$ cat src/shared/smig_map.svh
/*
  Register offsets, bit positions, reset values and command codes for the
  status/mode/interrupt gate. Assumes inclusion by bare name.
*/
`ifndef SMIG_MAP_SVH
`define SMIG_MAP_SVH

// ****************************************
// Register offsets (byte addresses)
// ****************************************
`define SMIG_OFF_STATUS 12'h000
`define SMIG_OFF_EVENT 12'h004
`define SMIG_OFF_CONTROL 12'h008
`define SMIG_OFF_EPC 12'h00c
`define SMIG_OFF_ERROR_EPC 12'h010
`define SMIG_OFF_EVT_PC 12'h014
`define SMIG_OFF_VIEW 12'h018
`define SMIG_OFF_SHADOW 12'h01c

// ****************************************
// Status field positions
// ****************************************
`define SMIG_BIT_IRQ_GATE 0
`define SMIG_BIT_EXC_LEVEL 1
`define SMIG_BIT_ERR_LEVEL 2
`define SMIG_BIT_RESERVED 3
`define SMIG_BIT_USER_BASE 4

// ****************************************
// Event register fields
// ****************************************
`define SMIG_EVT_CODE_LO 0
`define SMIG_EVT_CODE_HI 3
`define SMIG_EVT_BD_BIT 8
`define SMIG_EVT_SHADOW_LO 16
`define SMIG_EVT_SHADOW_HI 19

// ****************************************
// Event codes written to the event register
// ****************************************
`define SMIG_CMD_NONE 4'h0
`define SMIG_CMD_RESET 4'h1
`define SMIG_CMD_SOFT_RESET 4'h2
`define SMIG_CMD_NMI 4'h3
`define SMIG_CMD_CACHE_ERR 4'h4
`define SMIG_CMD_GENERAL 4'h5
`define SMIG_CMD_TLB_REFILL 4'h6
`define SMIG_CMD_EXCEPTION_RETURN_INSN 4'h7
`define SMIG_CMD_IRQ_OFF 4'h8
`define SMIG_CMD_IRQ_ON 4'h9
`define SMIG_CMD_INTERRUPT 4'ha

// ****************************************
// Vectors and reset values
// ****************************************
`define SMIG_VEC_GENERAL 32'h0000_0180
`define SMIG_VEC_TLB_REFILL 32'h0000_0000
`define SMIG_VEC_ERROR 32'h0000_0100
`define SMIG_RST_STATUS 5'h04
`define SMIG_RST_WORD 32'h0000_0000
`define SMIG_CTRL_SUPV_BIT 0
`define SMIG_CTRL_REL2_BIT 1
`define SMIG_RST_CONTROL 2'h2

`endif

$ cat src/shared/smig_pkg.sv
/*
  Types for the status/mode/interrupt gate. Assumes smig_map.svh supplies
  the numeric constants.
*/
package smig_pkg;

  // Low status fields as held by hardware
  typedef struct packed {
    logic user_base_select;
    logic reserved_status_bit;
    logic error_level_flag;
    logic exception_level_flag;
    logic master_irq_gate;
  } smig_status_t;

  // Derived view of privilege and routing
  typedef struct packed {
    logic kernel_mode;
    logic irq_accept;
    logic kuseg_unmapped;
    logic tlb_to_general;
  } smig_view_t;

  typedef enum logic [1:0] {
    smig_idle,
    smig_access
  } smig_apb_state_t;

endpackage : smig_pkg

$ cat src/verilog/smig_word_reg.sv
/*
  One 32-bit word register with a load strobe; read data comes out of the
  flip-flops. Assumes pclk / presetn as in the rest of the block.
*/
`timescale 1ns/100ps
`include "smig_map.svh"
module smig_word_reg
  import smig_pkg::*;
(
  // Clock and reset
  input wire logic pclk,
  input wire logic presetn,
  // Load side
  input wire logic load,
  input wire logic [31:0] load_data,
  // Stored word
  output logic [31:0] value
);

  // Held word, cleared at reset
  always_ff @(posedge pclk or negedge presetn)
  begin
    if (!presetn)
    begin
      value <= `SMIG_RST_WORD;
    end
    else if (load)
    begin
      value <= load_data;
    end
  end

endmodule : smig_word_reg

$ cat src/verilog/smig_gate.sv
/*
  Status/mode/interrupt gate: low fields of the processor status register,
  privilege, interrupt acceptance, return target, kuseg mapping and vector
  choice. Software posts core events through an APB event register.
  Assumes an APB master on pclk; one-cycle access phase, no wait states.
*/
// Implementation choices: the address map and register access over APB.
`timescale 1ns/100ps
`include "smig_map.svh"
module smig_gate
  import smig_pkg::*;
(
  // APB clock and reset
  input wire logic pclk,
  input wire logic presetn,
  // APB slave
  input wire logic psel,
  input wire logic penable,
  input wire logic pwrite,
  input wire logic [11:0] paddr,
  input wire logic [31:0] pwdata,
  output logic [31:0] prdata,
  output logic pready,
  output logic pslverr,
  // Core-facing view
  output logic kernel_mode,
  output logic irq_accept,
  output logic kuseg_unmapped,
  output logic [31:0] return_target,
  output logic [31:0] vector_addr
);

  // ****************************************
  // Decode helpers
  // ****************************************

  // Address match used by both read and write paths
  function automatic logic hit(input logic [11:0] a, input logic [11:0] off);
    hit = (a == off);
  endfunction : hit

  // Events that raise the error level
  function automatic logic err_event(input logic [3:0] c);
    err_event = (c == `SMIG_CMD_RESET) || (c == `SMIG_CMD_SOFT_RESET) ||
                (c == `SMIG_CMD_NMI) || (c == `SMIG_CMD_CACHE_ERR);
  endfunction : err_event

  // ****************************************
  // Signals
  // ****************************************
  smig_status_t status;
  smig_status_t next_status;
  smig_view_t view;
  smig_apb_state_t state;
  logic [1:0] control;
  logic [31:0] exc_return_pc;
  logic [31:0] error_epc;
  logic [31:0] evt_pc;
  logic [31:0] cause_word;
  logic [31:0] shadow;
  logic wr_go;
  logic rd_go;
  logic evt_go;
  logic [3:0] evt_code;
  logic evt_bd;
  logic [3:0] evt_shadow;
  logic supv_present;
  logic rel2;
  logic exc_taken;
  logic keep_ctx;
  logic [31:0] next_rdata;
  logic addr_ok;

  assign supv_present = control[`SMIG_CTRL_SUPV_BIT];
  assign rel2 = control[`SMIG_CTRL_REL2_BIT];

  // ****************************************
  // APB slave
  // ****************************************

  // Zero-wait slave: access phase always completes in its first cycle
  assign pready = 1'b1;
  assign addr_ok = hit(paddr, `SMIG_OFF_STATUS) || hit(paddr, `SMIG_OFF_EVENT) ||
                   hit(paddr, `SMIG_OFF_CONTROL) || hit(paddr, `SMIG_OFF_EPC) ||
                   hit(paddr, `SMIG_OFF_ERROR_EPC) || hit(paddr, `SMIG_OFF_EVT_PC) ||
                   hit(paddr, `SMIG_OFF_VIEW) || hit(paddr, `SMIG_OFF_SHADOW);
  assign pslverr = psel && penable && !addr_ok;
  assign wr_go = psel && penable && pwrite && addr_ok && (state == smig_access);
  assign rd_go = psel && !penable && !pwrite;
  assign evt_go = wr_go && hit(paddr, `SMIG_OFF_EVENT);
  assign evt_code = pwdata[`SMIG_EVT_CODE_HI:`SMIG_EVT_CODE_LO];
  assign evt_bd = pwdata[`SMIG_EVT_BD_BIT];
  assign evt_shadow = pwdata[`SMIG_EVT_SHADOW_HI:`SMIG_EVT_SHADOW_LO];

  // Phase tracker; a write only lands in an access phase that followed a setup
  always_ff @(posedge pclk or negedge presetn)
  begin
    if (!presetn)
    begin
      state <= smig_idle;
    end
    else
    begin
      case (state)
        smig_idle: state <= (psel && !penable) ? smig_access : smig_idle;
        smig_access: state <= (psel && !penable) ? smig_access : smig_idle;
        default: state <= smig_idle;
      endcase
    end
  end

  // ****************************************
  // Status field update
  // ****************************************

  // Exceptions that save context; nested ones keep it
  assign exc_taken = evt_go && ((evt_code == `SMIG_CMD_GENERAL) ||
                     (evt_code == `SMIG_CMD_TLB_REFILL) ||
                     (evt_code == `SMIG_CMD_INTERRUPT));
  assign keep_ctx = status.exception_level_flag;

  always_comb
  begin
    next_status = status;
    if (wr_go && hit(paddr, `SMIG_OFF_STATUS))
    begin
      next_status = pwdata[`SMIG_BIT_USER_BASE:`SMIG_BIT_IRQ_GATE];
    end
    if (evt_go)
    begin
      case (evt_code)
        `SMIG_CMD_RESET, `SMIG_CMD_SOFT_RESET, `SMIG_CMD_NMI, `SMIG_CMD_CACHE_ERR:
        begin
          next_status.error_level_flag = 1'b1;
        end
        `SMIG_CMD_GENERAL, `SMIG_CMD_TLB_REFILL, `SMIG_CMD_INTERRUPT:
        begin
          next_status.exception_level_flag = 1'b1;
        end
        `SMIG_CMD_EXCEPTION_RETURN_INSN:
        begin
          // Return drops the error level first, else the exception level
          if (status.error_level_flag)
          begin
            next_status.error_level_flag = 1'b0;
          end
          else
          begin
            next_status.exception_level_flag = 1'b0;
          end
        end
        `SMIG_CMD_IRQ_OFF:
        begin
          if (rel2)
          begin
            next_status.master_irq_gate = 1'b0;
          end
        end
        `SMIG_CMD_IRQ_ON:
        begin
          if (rel2)
          begin
            next_status.master_irq_gate = 1'b1;
          end
        end
        default:
        begin
          next_status = next_status;
        end
      endcase
    end
    // Without supervisor mode the reserved bit never holds a one
    if (!supv_present)
    begin
      next_status.reserved_status_bit = 1'b0;
    end
  end

  // Status register; error level comes up set as after a reset exception
  always_ff @(posedge pclk or negedge presetn)
  begin
    if (!presetn)
    begin
      status <= `SMIG_RST_STATUS;
    end
    else
    begin
      status <= next_status;
    end
  end

  // Implementation options written by software
  always_ff @(posedge pclk or negedge presetn)
  begin
    if (!presetn)
    begin
      control <= `SMIG_RST_CONTROL;
    end
    else if (wr_go && hit(paddr, `SMIG_OFF_CONTROL))
    begin
      control <= pwdata[`SMIG_CTRL_REL2_BIT:`SMIG_CTRL_SUPV_BIT];
    end
  end

  // ****************************************
  // Saved context registers
  // ****************************************

  // Exception PC only loads on a first-level exception or by software
  smig_word_reg u_epc (
    .pclk(pclk),
    .presetn(presetn),
    .load((exc_taken && !keep_ctx) || (wr_go && hit(paddr, `SMIG_OFF_EPC))),
    .load_data(exc_taken ? evt_pc : pwdata),
    .value(exc_return_pc)
  );

  // Error PC loads on error-class events
  always_ff @(posedge pclk or negedge presetn)
  begin
    if (!presetn)
    begin
      error_epc <= `SMIG_RST_WORD;
    end
    else if (evt_go && err_event(evt_code))
    begin
      error_epc <= evt_pc;
    end
    else if (wr_go && hit(paddr, `SMIG_OFF_ERROR_EPC))
    begin
      error_epc <= pwdata;
    end
  end

  // PC of the instruction that raises the next event
  always_ff @(posedge pclk or negedge presetn)
  begin
    if (!presetn)
    begin
      evt_pc <= `SMIG_RST_WORD;
    end
    else if (wr_go && hit(paddr, `SMIG_OFF_EVT_PC))
    begin
      evt_pc <= pwdata;
    end
  end

  // Branch-delay flag and shadow control stay put on nested exceptions
  always_ff @(posedge pclk or negedge presetn)
  begin
    if (!presetn)
    begin
      cause_word <= `SMIG_RST_WORD;
      shadow <= `SMIG_RST_WORD;
    end
    else if (exc_taken && !keep_ctx)
    begin
      cause_word <= {31'h0000_0000, evt_bd};
      shadow <= {28'h000_0000, evt_shadow};
    end
    else if (wr_go && hit(paddr, `SMIG_OFF_SHADOW))
    begin
      shadow <= pwdata;
    end
  end

  // ****************************************
  // Derived view
  // ****************************************

  // Either level overrides the base-mode bit
  always_comb
  begin
    view.kernel_mode = status.error_level_flag || status.exception_level_flag ||
                       !status.user_base_select;
    view.irq_accept = status.master_irq_gate &&
                      !status.exception_level_flag && !status.error_level_flag;
    view.kuseg_unmapped = status.error_level_flag;
    view.tlb_to_general = status.exception_level_flag;
  end

  // Registered outputs so the core sees a stable view
  always_ff @(posedge pclk or negedge presetn)
  begin
    if (!presetn)
    begin
      kernel_mode <= 1'b1;
      irq_accept <= 1'b0;
      kuseg_unmapped <= 1'b1;
      return_target <= `SMIG_RST_WORD;
      vector_addr <= `SMIG_VEC_ERROR;
    end
    else
    begin
      kernel_mode <= view.kernel_mode;
      irq_accept <= view.irq_accept;
      kuseg_unmapped <= view.kuseg_unmapped;
      return_target <= status.error_level_flag ? error_epc : exc_return_pc;
      if (status.error_level_flag)
      begin
        vector_addr <= `SMIG_VEC_ERROR;
      end
      else if (view.tlb_to_general)
      begin
        vector_addr <= `SMIG_VEC_GENERAL;
      end
      else
      begin
        vector_addr <= `SMIG_VEC_TLB_REFILL;
      end
    end
  end

  // ****************************************
  // Read path
  // ****************************************

  // Read data sampled in the setup phase, shown during access
  always_comb
  begin
    next_rdata = 32'h0000_0000;
    if (hit(paddr, `SMIG_OFF_STATUS))
    begin
      next_rdata[`SMIG_BIT_USER_BASE:`SMIG_BIT_IRQ_GATE] = status;
    end
    else if (hit(paddr, `SMIG_OFF_EVENT))
    begin
      next_rdata = cause_word;
    end
    else if (hit(paddr, `SMIG_OFF_CONTROL))
    begin
      next_rdata[`SMIG_CTRL_REL2_BIT:`SMIG_CTRL_SUPV_BIT] = control;
    end
    else if (hit(paddr, `SMIG_OFF_EPC))
    begin
      next_rdata = exc_return_pc;
    end
    else if (hit(paddr, `SMIG_OFF_ERROR_EPC))
    begin
      next_rdata = error_epc;
    end
    else if (hit(paddr, `SMIG_OFF_EVT_PC))
    begin
      next_rdata = evt_pc;
    end
    else if (hit(paddr, `SMIG_OFF_VIEW))
    begin
      next_rdata[3:0] = view;
    end
    else if (hit(paddr, `SMIG_OFF_SHADOW))
    begin
      next_rdata = shadow;
    end
  end

  // Read data register
  always_ff @(posedge pclk or negedge presetn)
  begin
    if (!presetn)
    begin
      prdata <= `SMIG_RST_WORD;
    end
    else if (rd_go)
    begin
      prdata <= next_rdata;
    end
  end

endmodule : smig_gate

$ cat config.mk
export PLATFORM = sky130hd
export DESIGN_NAME = smig_gate
export DESIGN_NICKNAME = d
export VERILOG_FILES = /design/src/shared/smig_pkg.sv /design/src/verilog/smig_word_reg.sv /design/src/verilog/smig_gate.sv
export VERILOG_INCLUDE_DIRS = /design/src /design/src/shared
export SDC_FILE = /design/constraint.sdc
export NUM_CORES = 1
export LEC_CHECK = 0
export BUFFER_PORTS_ARGS = -buffer_cell sky130_fd_sc_hd__buf_2
export CAP_MARGIN = 20
export CORE_MARGIN = 2
export CORE_UTILIZATION = 59
export CTS_BUF_LIST = sky130_fd_sc_hd__clkbuf_8
export DETAILED_ROUTE_END_ITERATION = 8
export GPL_TIMING_DRIVEN = 0
export HOLD_SLACK_MARGIN = 0.05
export PLACE_DENSITY_LB_ADDON = 0.08
export SYNTH_ARGS = -nofsm -noshare
export SYNTH_HDL_FRONTEND = slang
export SYNTH_SLANG_ARGS = --single-unit
$ cat constraint.sdc
create_clock -name pclk -period 2.7 [get_ports pclk]
set_input_delay 0.27 -clock pclk [delete_from_list [all_inputs] [get_ports pclk]]
set_output_delay 0.27 -clock pclk [all_outputs]
set_load 0.02 [all_outputs]
==> metrics.txt, run 1 <==
CTS tree built; wire length on met1 12300 um; vias in the first global route 8203; Worst Path Max Fanout 10; Max-cap violations 0; EDFF count, synth 0; Setup Fix Bufs, Post-CTS 0; GRT overflow 0; R2R Path Start state[0]; critical path class flip-flop to flip-flop; initial antenna violation count 0; Worst R2R Path Depth 6; worst setup path end shadow[21]; Tcrit/Tclk final 88.8%; clk sink count 206; Routed Antenna Nets 0; DR vias/cell 6.04; status complete, no violations; post-CTS resize count 0; final core occ 71.9%; ANT cells 0; Clk pin slew, worst setup/hold paths 0.06 ns; Worst R2R Setup Slack 0.30 ns; GRT Overall Usage 32.2%; ratio of cells with drive above 1 in the final layout 28.5%; FMAX 417 MHz; Die ar. 18000 um2; DRT iter0 DRCs 840; Synth async-reset ratio 100%; Clk Latency, worst-skew pair 0.54 ns; fin cells 1370; via count 8268; Yosys reg bits 206; routability cong. 0.907; most common cell after layout, fill and taps aside dfrtp_1; most frequent cells in the layout 201 x dfrtp_1, 135 x buf_2, 134 x nand2_1; Arr. time, crit path 2.80 ns; worst setup path start state[0]; library cells used by synthesis 56; Clock Skew 0.0183 ns; Critical Path RT 3.11 ns; YS warnings 0; DR top layer met4; Worst Slack Setup Final 0.303 ns; Starting Density 60.4%; overall routed net length 28700 um; reg2reg end shadow[21]; nature of the critical path startpoint flip-flop; row count 47; core area 16600 um2; static leakage 5.83 nW; dpl ws 0.0866 ns; port buffer count 115; Die Height 134 um; Setup-failing EPs final 0; Synth Area per Inst 10.9 um2; Cells after Synth 920; I/O pin cnt 150; Longest Clk Path Bufs 3; Max-slew headroom 39.3%; Fillers 1286; first-pass GRT wire length 44900 um; unrepaired setup endpoints after global routing no; final-stage net count 1179; Die Wd 134 um; Top FF cell, synth dfrtp_1; Fin. Hold Viols 0; minimum clock period 2.40 ns; Root Buffer clkbuf_8; Worst Setup End Kind flip-flop; drt first pass iters 5; sequential-to-total area share from yosys stat 51.5%; Final Slew Violations 0; Max VDD drop 0.370 mV; area grow syn2layout 19.1%; met3 wire length 2330 um; largest net degree at the start of global routing 105; # H-tree levels 2; Met2 Wirelength 13200 um; total CTS buffers 35; DRC 0; post-DR wirelength/cell 21.0 um; Hold Path Class primary input to flip-flop; hpwl dp 18500 um; Cell Area, Synth 10000 um2; Slew @ Worst Pin 0.911 ns; PD cells 514 nW/um2; dpl cells 1285
-- critical path, cell delays in order, from the launching register on --
cell	delay, ns
dfrtp_1	0.36
nand4_2	0.20
or3_1	0.48
nor4_1	0.51
buf_2	0.35
buf_2	0.30
a21oi_1	0.07
-- metrics by stage --
| step | power (mW) | setup TNS (ns) | cell area [um2] | hold slack (ns) |
|---|---|---|---|---|
| final | 6.13 | 0 | 11900 | 0.0707 |
| after global routing | 6.34 | 0 | 11900 | 0.0739 |
| after CTS | 6.15 | 0 | 11900 | 0.0506 |
| after detailed placement | 3.53 | 0 | 11000 | 0.373 |
| after global placement | 3.52 | -425.80 | 11000 | 0.377 |
| after floorplan | 3.34 | 0 | 10100 | -0.0256 |
-- metal layers --
layer / GRT usage [%] / vias to the layer above
met5: 0 / -
met4: 13.6 / 0
met3: 6.20 / 71
met2: 49.7 / 453
met1: 45.0 / 4067
li1: - / 3677
-- cell usage after synthesis, types with 3 or more instances --
library cell	number	area share, %
dfrtp_1	201	50
nand2_1	134	5.0
mux2_2	65	7.3
clkbuf_1	45	1.7
a22oi_1	33	2.5
nor2b_1	32	2.0
o21bai_1	32	2.4
buf_4	31	2.3
mux2i_1	31	3.1
o221a_1	31	3.5
a21oi_1	30	1.5
nand3_2	29	2.9
o21ai_0	29	1.4
o22ai_1	29	1.8
o211ai_1	28	2.1
buf_2	21	1.0
nor2_1	20	0.75
nand3_1	9	0.45
buf_1	8	0.30
buf_6	7	0.79
nand2b_1	6	0.37
a31oi_1	5	0.31
dfstp_2	5	1.3
inv_1	5	0.19
and3_1	3	0.19
mux2_1	3	0.34
nand4_1	3	0.19
nor3_1	3	0.15
nor4_1	3	0.19
nor4_2	3	0.37
-- worst min-delay path by stage --
stage | cells past startpoint | end | slack, ns | start
floorplan | 0 | cause_word[0] | -0.03 | presetn
global placement | 0 | kuseg_unmapped | 0.38 | status[2]
detailed placement | 1 | prdata[2] | 0.37 | presetn
CTS | 3 | shadow[17] | 0.05 | pwdata[17]
global route | 3 | shadow[17] | 0.07 | pwdata[17]
finish | 3 | shadow[18] | 0.07 | pwdata[18]
-- state kept, by name, summed over array words and instances, names as in the netlist --
register and cells:
cause_word 1, kuseg_unmapped 1, evt_pc 32, kernel_mode 1, vector_addr 2, u_epc.value 32, prdata 32, status 4
return_target 32, shadow 32, error_epc 32, irq_accept 1, control 2, state 1, keep_ctx 1
-- what timing repair did --
| item | 4_1_cts | 5_1_grt |
|---|---|---|
| hold buffers | 28 | 0 |
| endpoints found under the hold margin | 172 | 0 |
| endpoints found under the setup margin | 0 | 0 |
-- logic make-up (layout without fill, tap and decap cells) --
| kind of cell | Yosys count | in the layout | synth area share, % |
|---|---|---|---|
| other | 2 | 31 | 0.0750 |
| AO/OA/AOI/OAI | 235 | 235 | 17.1 |
| flip-flops | 206 | 206 | 51.5 |
| buffers and inverters | 117 | 318 | 6.33 |
| AND/OR/NAND/NOR | 257 | 257 | 13.6 |
| XOR/XNOR | 2 | 2 | 0.175 |
| multiplexers | 101 | 101 | 11.2 |
-- power breakdown --
| group | switching [mW] | internal, mW | total, mW | leakage, nW |
|---|---|---|---|---|
| Clock | 1.25 | 1.37 | 2.62 | 0.373 |
| Sequential | 0.00156 | 3.09 | 3.09 | 2.86 |
| Combinational | 0.281 | 0.140 | 0.422 | 2.59 |
| Total | 1.53 | 4.60 | 6.13 | 5.83 |
-- area by class of cell --
| type | count | area, um2 | area share, % |
|---|---|---|---|
| inverters | 5 | 18.8 | 0.157 |
| well taps | 220 | 275 | 2.31 |
| repair buffers | 144 | 893 | 7.49 |
| plain buffers | 112 | 616 | 5.16 |
| clock buffers | 41 | 564 | 4.73 |
| multi-input cells | 626 | 4330 | 36.3 |
| clock inverters | 16 | 70.1 | 0.587 |
| flip-flops and latches | 206 | 5160 | 43.3 |
Power figures use the tool's default switching activity.
==> run 2: changes to the inputs <==
Settings changed: PLACE_DENSITY_LB_ADDON 0.08 to 0.2.
==> metrics.txt, run 2 (same netlist as run 1, synthesis figures left out) <==
Worst Setup End Kind flip-flop; Die ar. 18000 um2 (unchanged); Starting Density 60.4% (unchanged); ratio of cells with drive above 1 in the final layout 28.7% (+0.22 points); sequential standard cell area 5160 um2 (unchanged); Multi-input gate area 4330 um2 (unchanged); row count 47 (unchanged); overall routed net length 28400 um (-1.1%); ANT cells 0 (unchanged); drt first pass iters 5 (unchanged); clk sink count 206 (unchanged); # H-tree levels 2 (unchanged); most frequent cells in the layout 201 x dfrtp_1, 135 x buf_2, 134 x nand2_1; Clk pin slew, worst setup/hold paths 0.06 ns (about the same); Die Height 134 um (unchanged); area grow syn2layout 19.7%; most common cell after layout, fill and taps aside dfrtp_1; via count 8251 (-0.21%); PD cells 521 nW/um2 (+1.4%); worst-path cell chain nand4_2 -> or3_1 -> nor4_1 -> buf_2 -> buf_2 -> a21oi_1; Worst Path Max Fanout 10 (unchanged); Max VDD drop 0.501 mV (+35%); GRT overflow 0 (unchanged); DR vias/cell 6.00 (-0.57%); Setup-failing EPs final 0 (unchanged); unrepaired setup endpoints after global routing no; FMAX 421 MHz (+0.98%); Fin. Hold Viols 0 (unchanged); post-CTS resize count 0 (unchanged); Slew @ Worst Pin 0.924 ns (+0.0128 ns); final-stage net count 1180 (+0.085%); Arr. time, crit path 2.78 ns (-0.02 ns); CTS tree built; Clk Latency, worst-skew pair 0.53 ns (about the same); placement-stage cell area 11000 um2 (unchanged); Fillers 1234 (-4.0%); first-pass GRT wire length 44300 um (-1.4%); Final Slew Violations 0 (unchanged); post-route cell area 12000 um2 (+0.49%); Critical Path RT 3.10 ns (about the same); dpl ws 0.105 ns (+0.0182 ns); Worst R2R Setup Slack 0.33 ns (+0.02 ns); core area 16600 um2 (unchanged); vias in the first global route 8055 (-1.8%); DRC 0 (unchanged); port buffer count 115 (unchanged); GRT Overall Usage 31.8% (-0.43 points); DRT iter0 DRCs 929 (+11%); total CTS buffers 35 (unchanged); static leakage 5.85 nW (+0.44%); critical path class flip-flop to flip-flop; Routed Antenna Nets 0 (unchanged); Root Buffer clkbuf_8; Tcrit/Tclk final 87.9% (-0.86 points); I/O pin cnt 150 (unchanged); crit-path max cell delay 0.49 ns (-0.02 ns); Slowest-stage cell, CP nor4_1; routability cong. 0.962 (+6.0%); Worst Slack Setup Final 0.326 ns (+0.0233 ns); nature of the critical path startpoint flip-flop; Clock Skew 0.0216 ns (+0.00331 ns); status complete, no violations; Most common cell on crit path buf_2; Max-slew headroom 38.4% (-0.86 points); Die Wd 134 um (unchanged); Max-cap violations 0 (unchanged); minimum clock period 2.37 ns (-0.0233 ns); Hold Path Class primary input to flip-flop; post-DR wirelength/cell 20.7 um (-1.5%); hpwl dp 18300 um (-0.92%); initial antenna violation count 0 (unchanged); Longest Clk Path Bufs 3 (unchanged); largest net degree at the start of global routing 116 (+10%)
## run 2: changes by cell type in the layout (fill, tap and decap cells not counted)
| cell | delta |
|---|---|
| clkbuf_8 | +3 |
| dlygate4sd3_1 | +1 |
| clkinvlp_4 | +1 |
## run 2: metrics by stage
step           util [%]  TNS [ns]  hold WS [ns]  total power, mW  instances
2_1_floorplan         -         0       -0.0256             3.34        949
3_3_place_gp       66.2   -430.60         0.378             3.52       1284
3_5_place_dp       66.4         0         0.332             3.53       1285
4_1_cts            72.3         0        0.0513             6.28       1375
5_1_grt            72.3         0        0.0619             6.45       1375
6_report           72.3         0        0.0798             6.25       1375
## run 2: report_power, final
part | switching [mW] | leakage, nW | total [mW] | internal [mW]
combinational | 0.277 | 2.60 | 0.418 | 0.141
sequential | 0.00158 | 2.86 | 3.09 | 3.09
clock | 1.27 | 0.394 | 2.74 | 1.47
total | 1.55 | 5.85 | 6.25 | 4.70
## run 2: cell type report
| class | instances | share of cell area, % |
|---|---|---|
| buffer | 112 | 5.14 |
| clock buffer | 44 | 5.05 |
| clock inverter | 17 | 0.647 |
| inverter | 5 | 0.157 |
| multi-input combinational | 626 | 36.1 |
| sequential | 206 | 43.1 |
| tap | 220 | 2.30 |
| timing repair buffer | 145 | 7.54 |
## run 2: repair_timing
action,CTS,global route
buffers inserted,0,0
hold buffers,29,0
hold endpoints to repair,161,0
## run 2: path summary, 6_finish.rpt
| kind | startpoint | end | cells after the start |
|---|---|---|---|
| max reg2reg | state[0] | shadow[27] | 6 |
| max | state[0] | shadow[27] | 6 |
| max in group asynchronous | presetn | return_target[18] | 3 |
| min reg2reg | status[2] | kuseg_unmapped | 0 |
| min in group asynchronous | presetn | irq_accept | 2 |
| min | pwdata[19] | shadow[19] | 3 |
## run 2: worst max-delay path, delay by kind of cell (launching register included)
kind                   cells  cell delay (ns)
AO/OA/AOI/OAI              1             0.07
buffers and inverters      2             0.65
flip-flops                 1             0.36
AND/OR/NAND/NOR            3             1.16
## run 2: metal layers
layer / GRT usage (%) / vias up / share of wire [%]
met5: 0 / - / 0
met4: 12.2 / 0 / 3.4
met3: 7.03 / 88 / 8.8
met2: 48.6 / 425 / 46
met1: 44.7 / 4042 / 42
li1: - / 3696 / -
==> run 3: changes to the inputs <==
Settings changed: REMOVE_ABC_BUFFERS set to 1.
==> metrics.txt, run 3 (same netlist as run 1, synthesis figures left out) <==
Clk pin slew, worst setup/hold paths 0.06 ns (about the same); Clk Latency, worst-skew pair 0.54 ns (about the same); Longest Clk Path Bufs 3 (unchanged); routability cong. 0.801 (-17%); drt first pass iters 5 (unchanged); setup_tns 0 ns (unchanged); CTS tree built; nature of the critical path startpoint primary input; via count 7852 (-4.8%); DR vias/cell 6.06 (+1.0%); Pwr Total 6.36 mW (+1.7%); ANT cells 0 (unchanged); Fin. Hold Viols 0 (unchanged); Hold Path Class primary input to flip-flop; GRT overflow 0 (unchanged); Max-slew headroom 36.2% (-2.2 points); Worst Setup End Kind flip-flop; post-DR wirelength/cell 20.5 um (-0.61%); Worst R2R Path Depth 6 (unchanged); PD cells 535 nW/um2 (+2.7%); core area 16600 um2 (unchanged); Die ar. 18000 um2 (unchanged); crit-path max cell delay 0.88 ns (+0.39 ns); FMAX 372 MHz (-12%); area grow syn2layout 18.6%; CP bufs+invs 1 (-1); I/O pin cnt 150 (unchanged); Slew @ Worst Pin 0.954 ns (+0.0305 ns); # H-tree levels 2 (unchanged); hpwl dp 15700 um (-15%); CP Depth 6 (unchanged); final-stage net count 1097 (-7.0%); Slowest-stage cell, CP and3_2; row count 47 (unchanged); Clock Skew 0.0135 ns (-0.00813 ns); largest net degree at the start of global routing 108 (-6.9%); final core occ 71.6% (-0.67 points); Worst Path Max Fanout 34 (+24); post-route cell area 11900 um2 (-0.93%); Routed Antenna Nets 0 (unchanged); ratio of cells with drive above 1 in the final layout 29.0% (+0.28 points); DRT iter0 DRCs 841 (-9.5%); Worst Hold Depth 3 (unchanged); vias in the first global route 7720 (-4.2%); initial antenna violation count 0 (unchanged); port buffer count 118 (+2.6%); minimum clock period 2.69 ns (+0.317 ns); Arr. time, crit path 3.10 ns (+0.32 ns); static leakage 5.74 nW (-1.9%); Max VDD drop 0.410 mV (-18%); unrepaired setup endpoints after global routing no; worst hold slack 0.0959 ns (+0.0161 ns); Die Wd 134 um (unchanged); placement-stage cell area 10800 um2 (-2.1%); Final Slew Violations 0 (unchanged); total CTS buffers 37 (+5.7%); Die Height 134 um (unchanged); worst-path cell chain buf_2 -> nor4_4 -> and3_2 -> nand3_4 -> nor3b_1 -> mux2_1; Setup-failing EPs final 0 (unchanged); most common cell after layout, fill and taps aside dfrtp_1; Tcrit/Tclk final 99.7% (+12 points); DRC 0 (unchanged); most frequent cells in the layout 201 x dfrtp_1, 133 x nand2_1, 116 x buf_2; Starting Density 60.4% (unchanged); first-pass GRT wire length 42200 um (-4.8%); Top delay family on crit path simple AND/OR/NAND/NOR gates; clk sink count 206 (unchanged); status complete, no violations; critical path class primary input to flip-flop; Root Buffer clkbuf_8; GRT Overall Usage 30.0% (-1.7 points); overall routed net length 26600 um (-6.4%); Max-cap violations 0 (unchanged); Critical Path RT 3.11 ns (about the same)
[run 3: per-stage QoR]
step,setup slack [ns],instances
after detailed placement,-0.847,1196
after global routing,0.000906,1295
final,0.00933,1295
after global placement,-3.35,1175
after floorplan,-0.666,837
after CTS,0.0216,1293
[run 3: routing by layer]
| layer | vias to the layer above | GRT usage [%] | routed length [um] |
|---|---|---|---|
| met5 | - | 0 | 0 |
| met4 | 0 | 10.5 | 577 |
| met3 | 60 | 4.80 | 2060 |
| met2 | 409 | 49.4 | 12800 |
| met1 | 3864 | 40.9 | 11100 |
| li1 | 3519 | - | - |
[run 3: final timing paths]
kind,end,startpoint,slack [ns]
max,control[0],paddr[9],0.009
min,shadow[0],pwdata[0],0.1
max reg2reg,error_epc[10],state[0],0.36
min reg2reg,kernel_mode,status[4],0.46
max in group asynchronous,return_target[31],presetn,1.39
min in group asynchronous,state[0],presetn,0.35
[run 3: area by class of cell]
class | instances | area [um2]
Clock buffer | 46 | 633
Timing Repair Buffer | 172 | 1280
Clock inverter | 20 | 109
Inverter | 5 | 18.8
Fill cell | 1235 | 4710
Sequential cell | 206 | 5160
Multi-Input combinational cell | 626 | 4400
Tap cell | 220 | 275
[run 3: what timing repair did]
item | in CTS | in global routing
endpoints found under the hold margin | 186 | 0
gates resized for setup | 2 | 2
pin swaps | 0 | 1
hold buffers | 31 | 0
setup buffers | 0 | 1
setup endpoints to repair | 7 | 48
[run 3: power breakdown]
| part | total [mW] | switching [mW] | internal [mW] |
|---|---|---|---|
| combinational | 0.372 | 0.259 | 0.113 |
| clock | 2.89 | 1.26 | 1.63 |
| sequential | 3.09 | 0.00167 | 3.09 |
[run 3: worst min-delay path, delay by kind of cell]
| family | cells | cell delay (ns) |
|---|---|---|
| and+or+nand+nor | 1 | 0.07 |
| AOI/OAI and AO/OA | 1 | 0.08 |
| buffers and inverters | 1 | 0.16 |
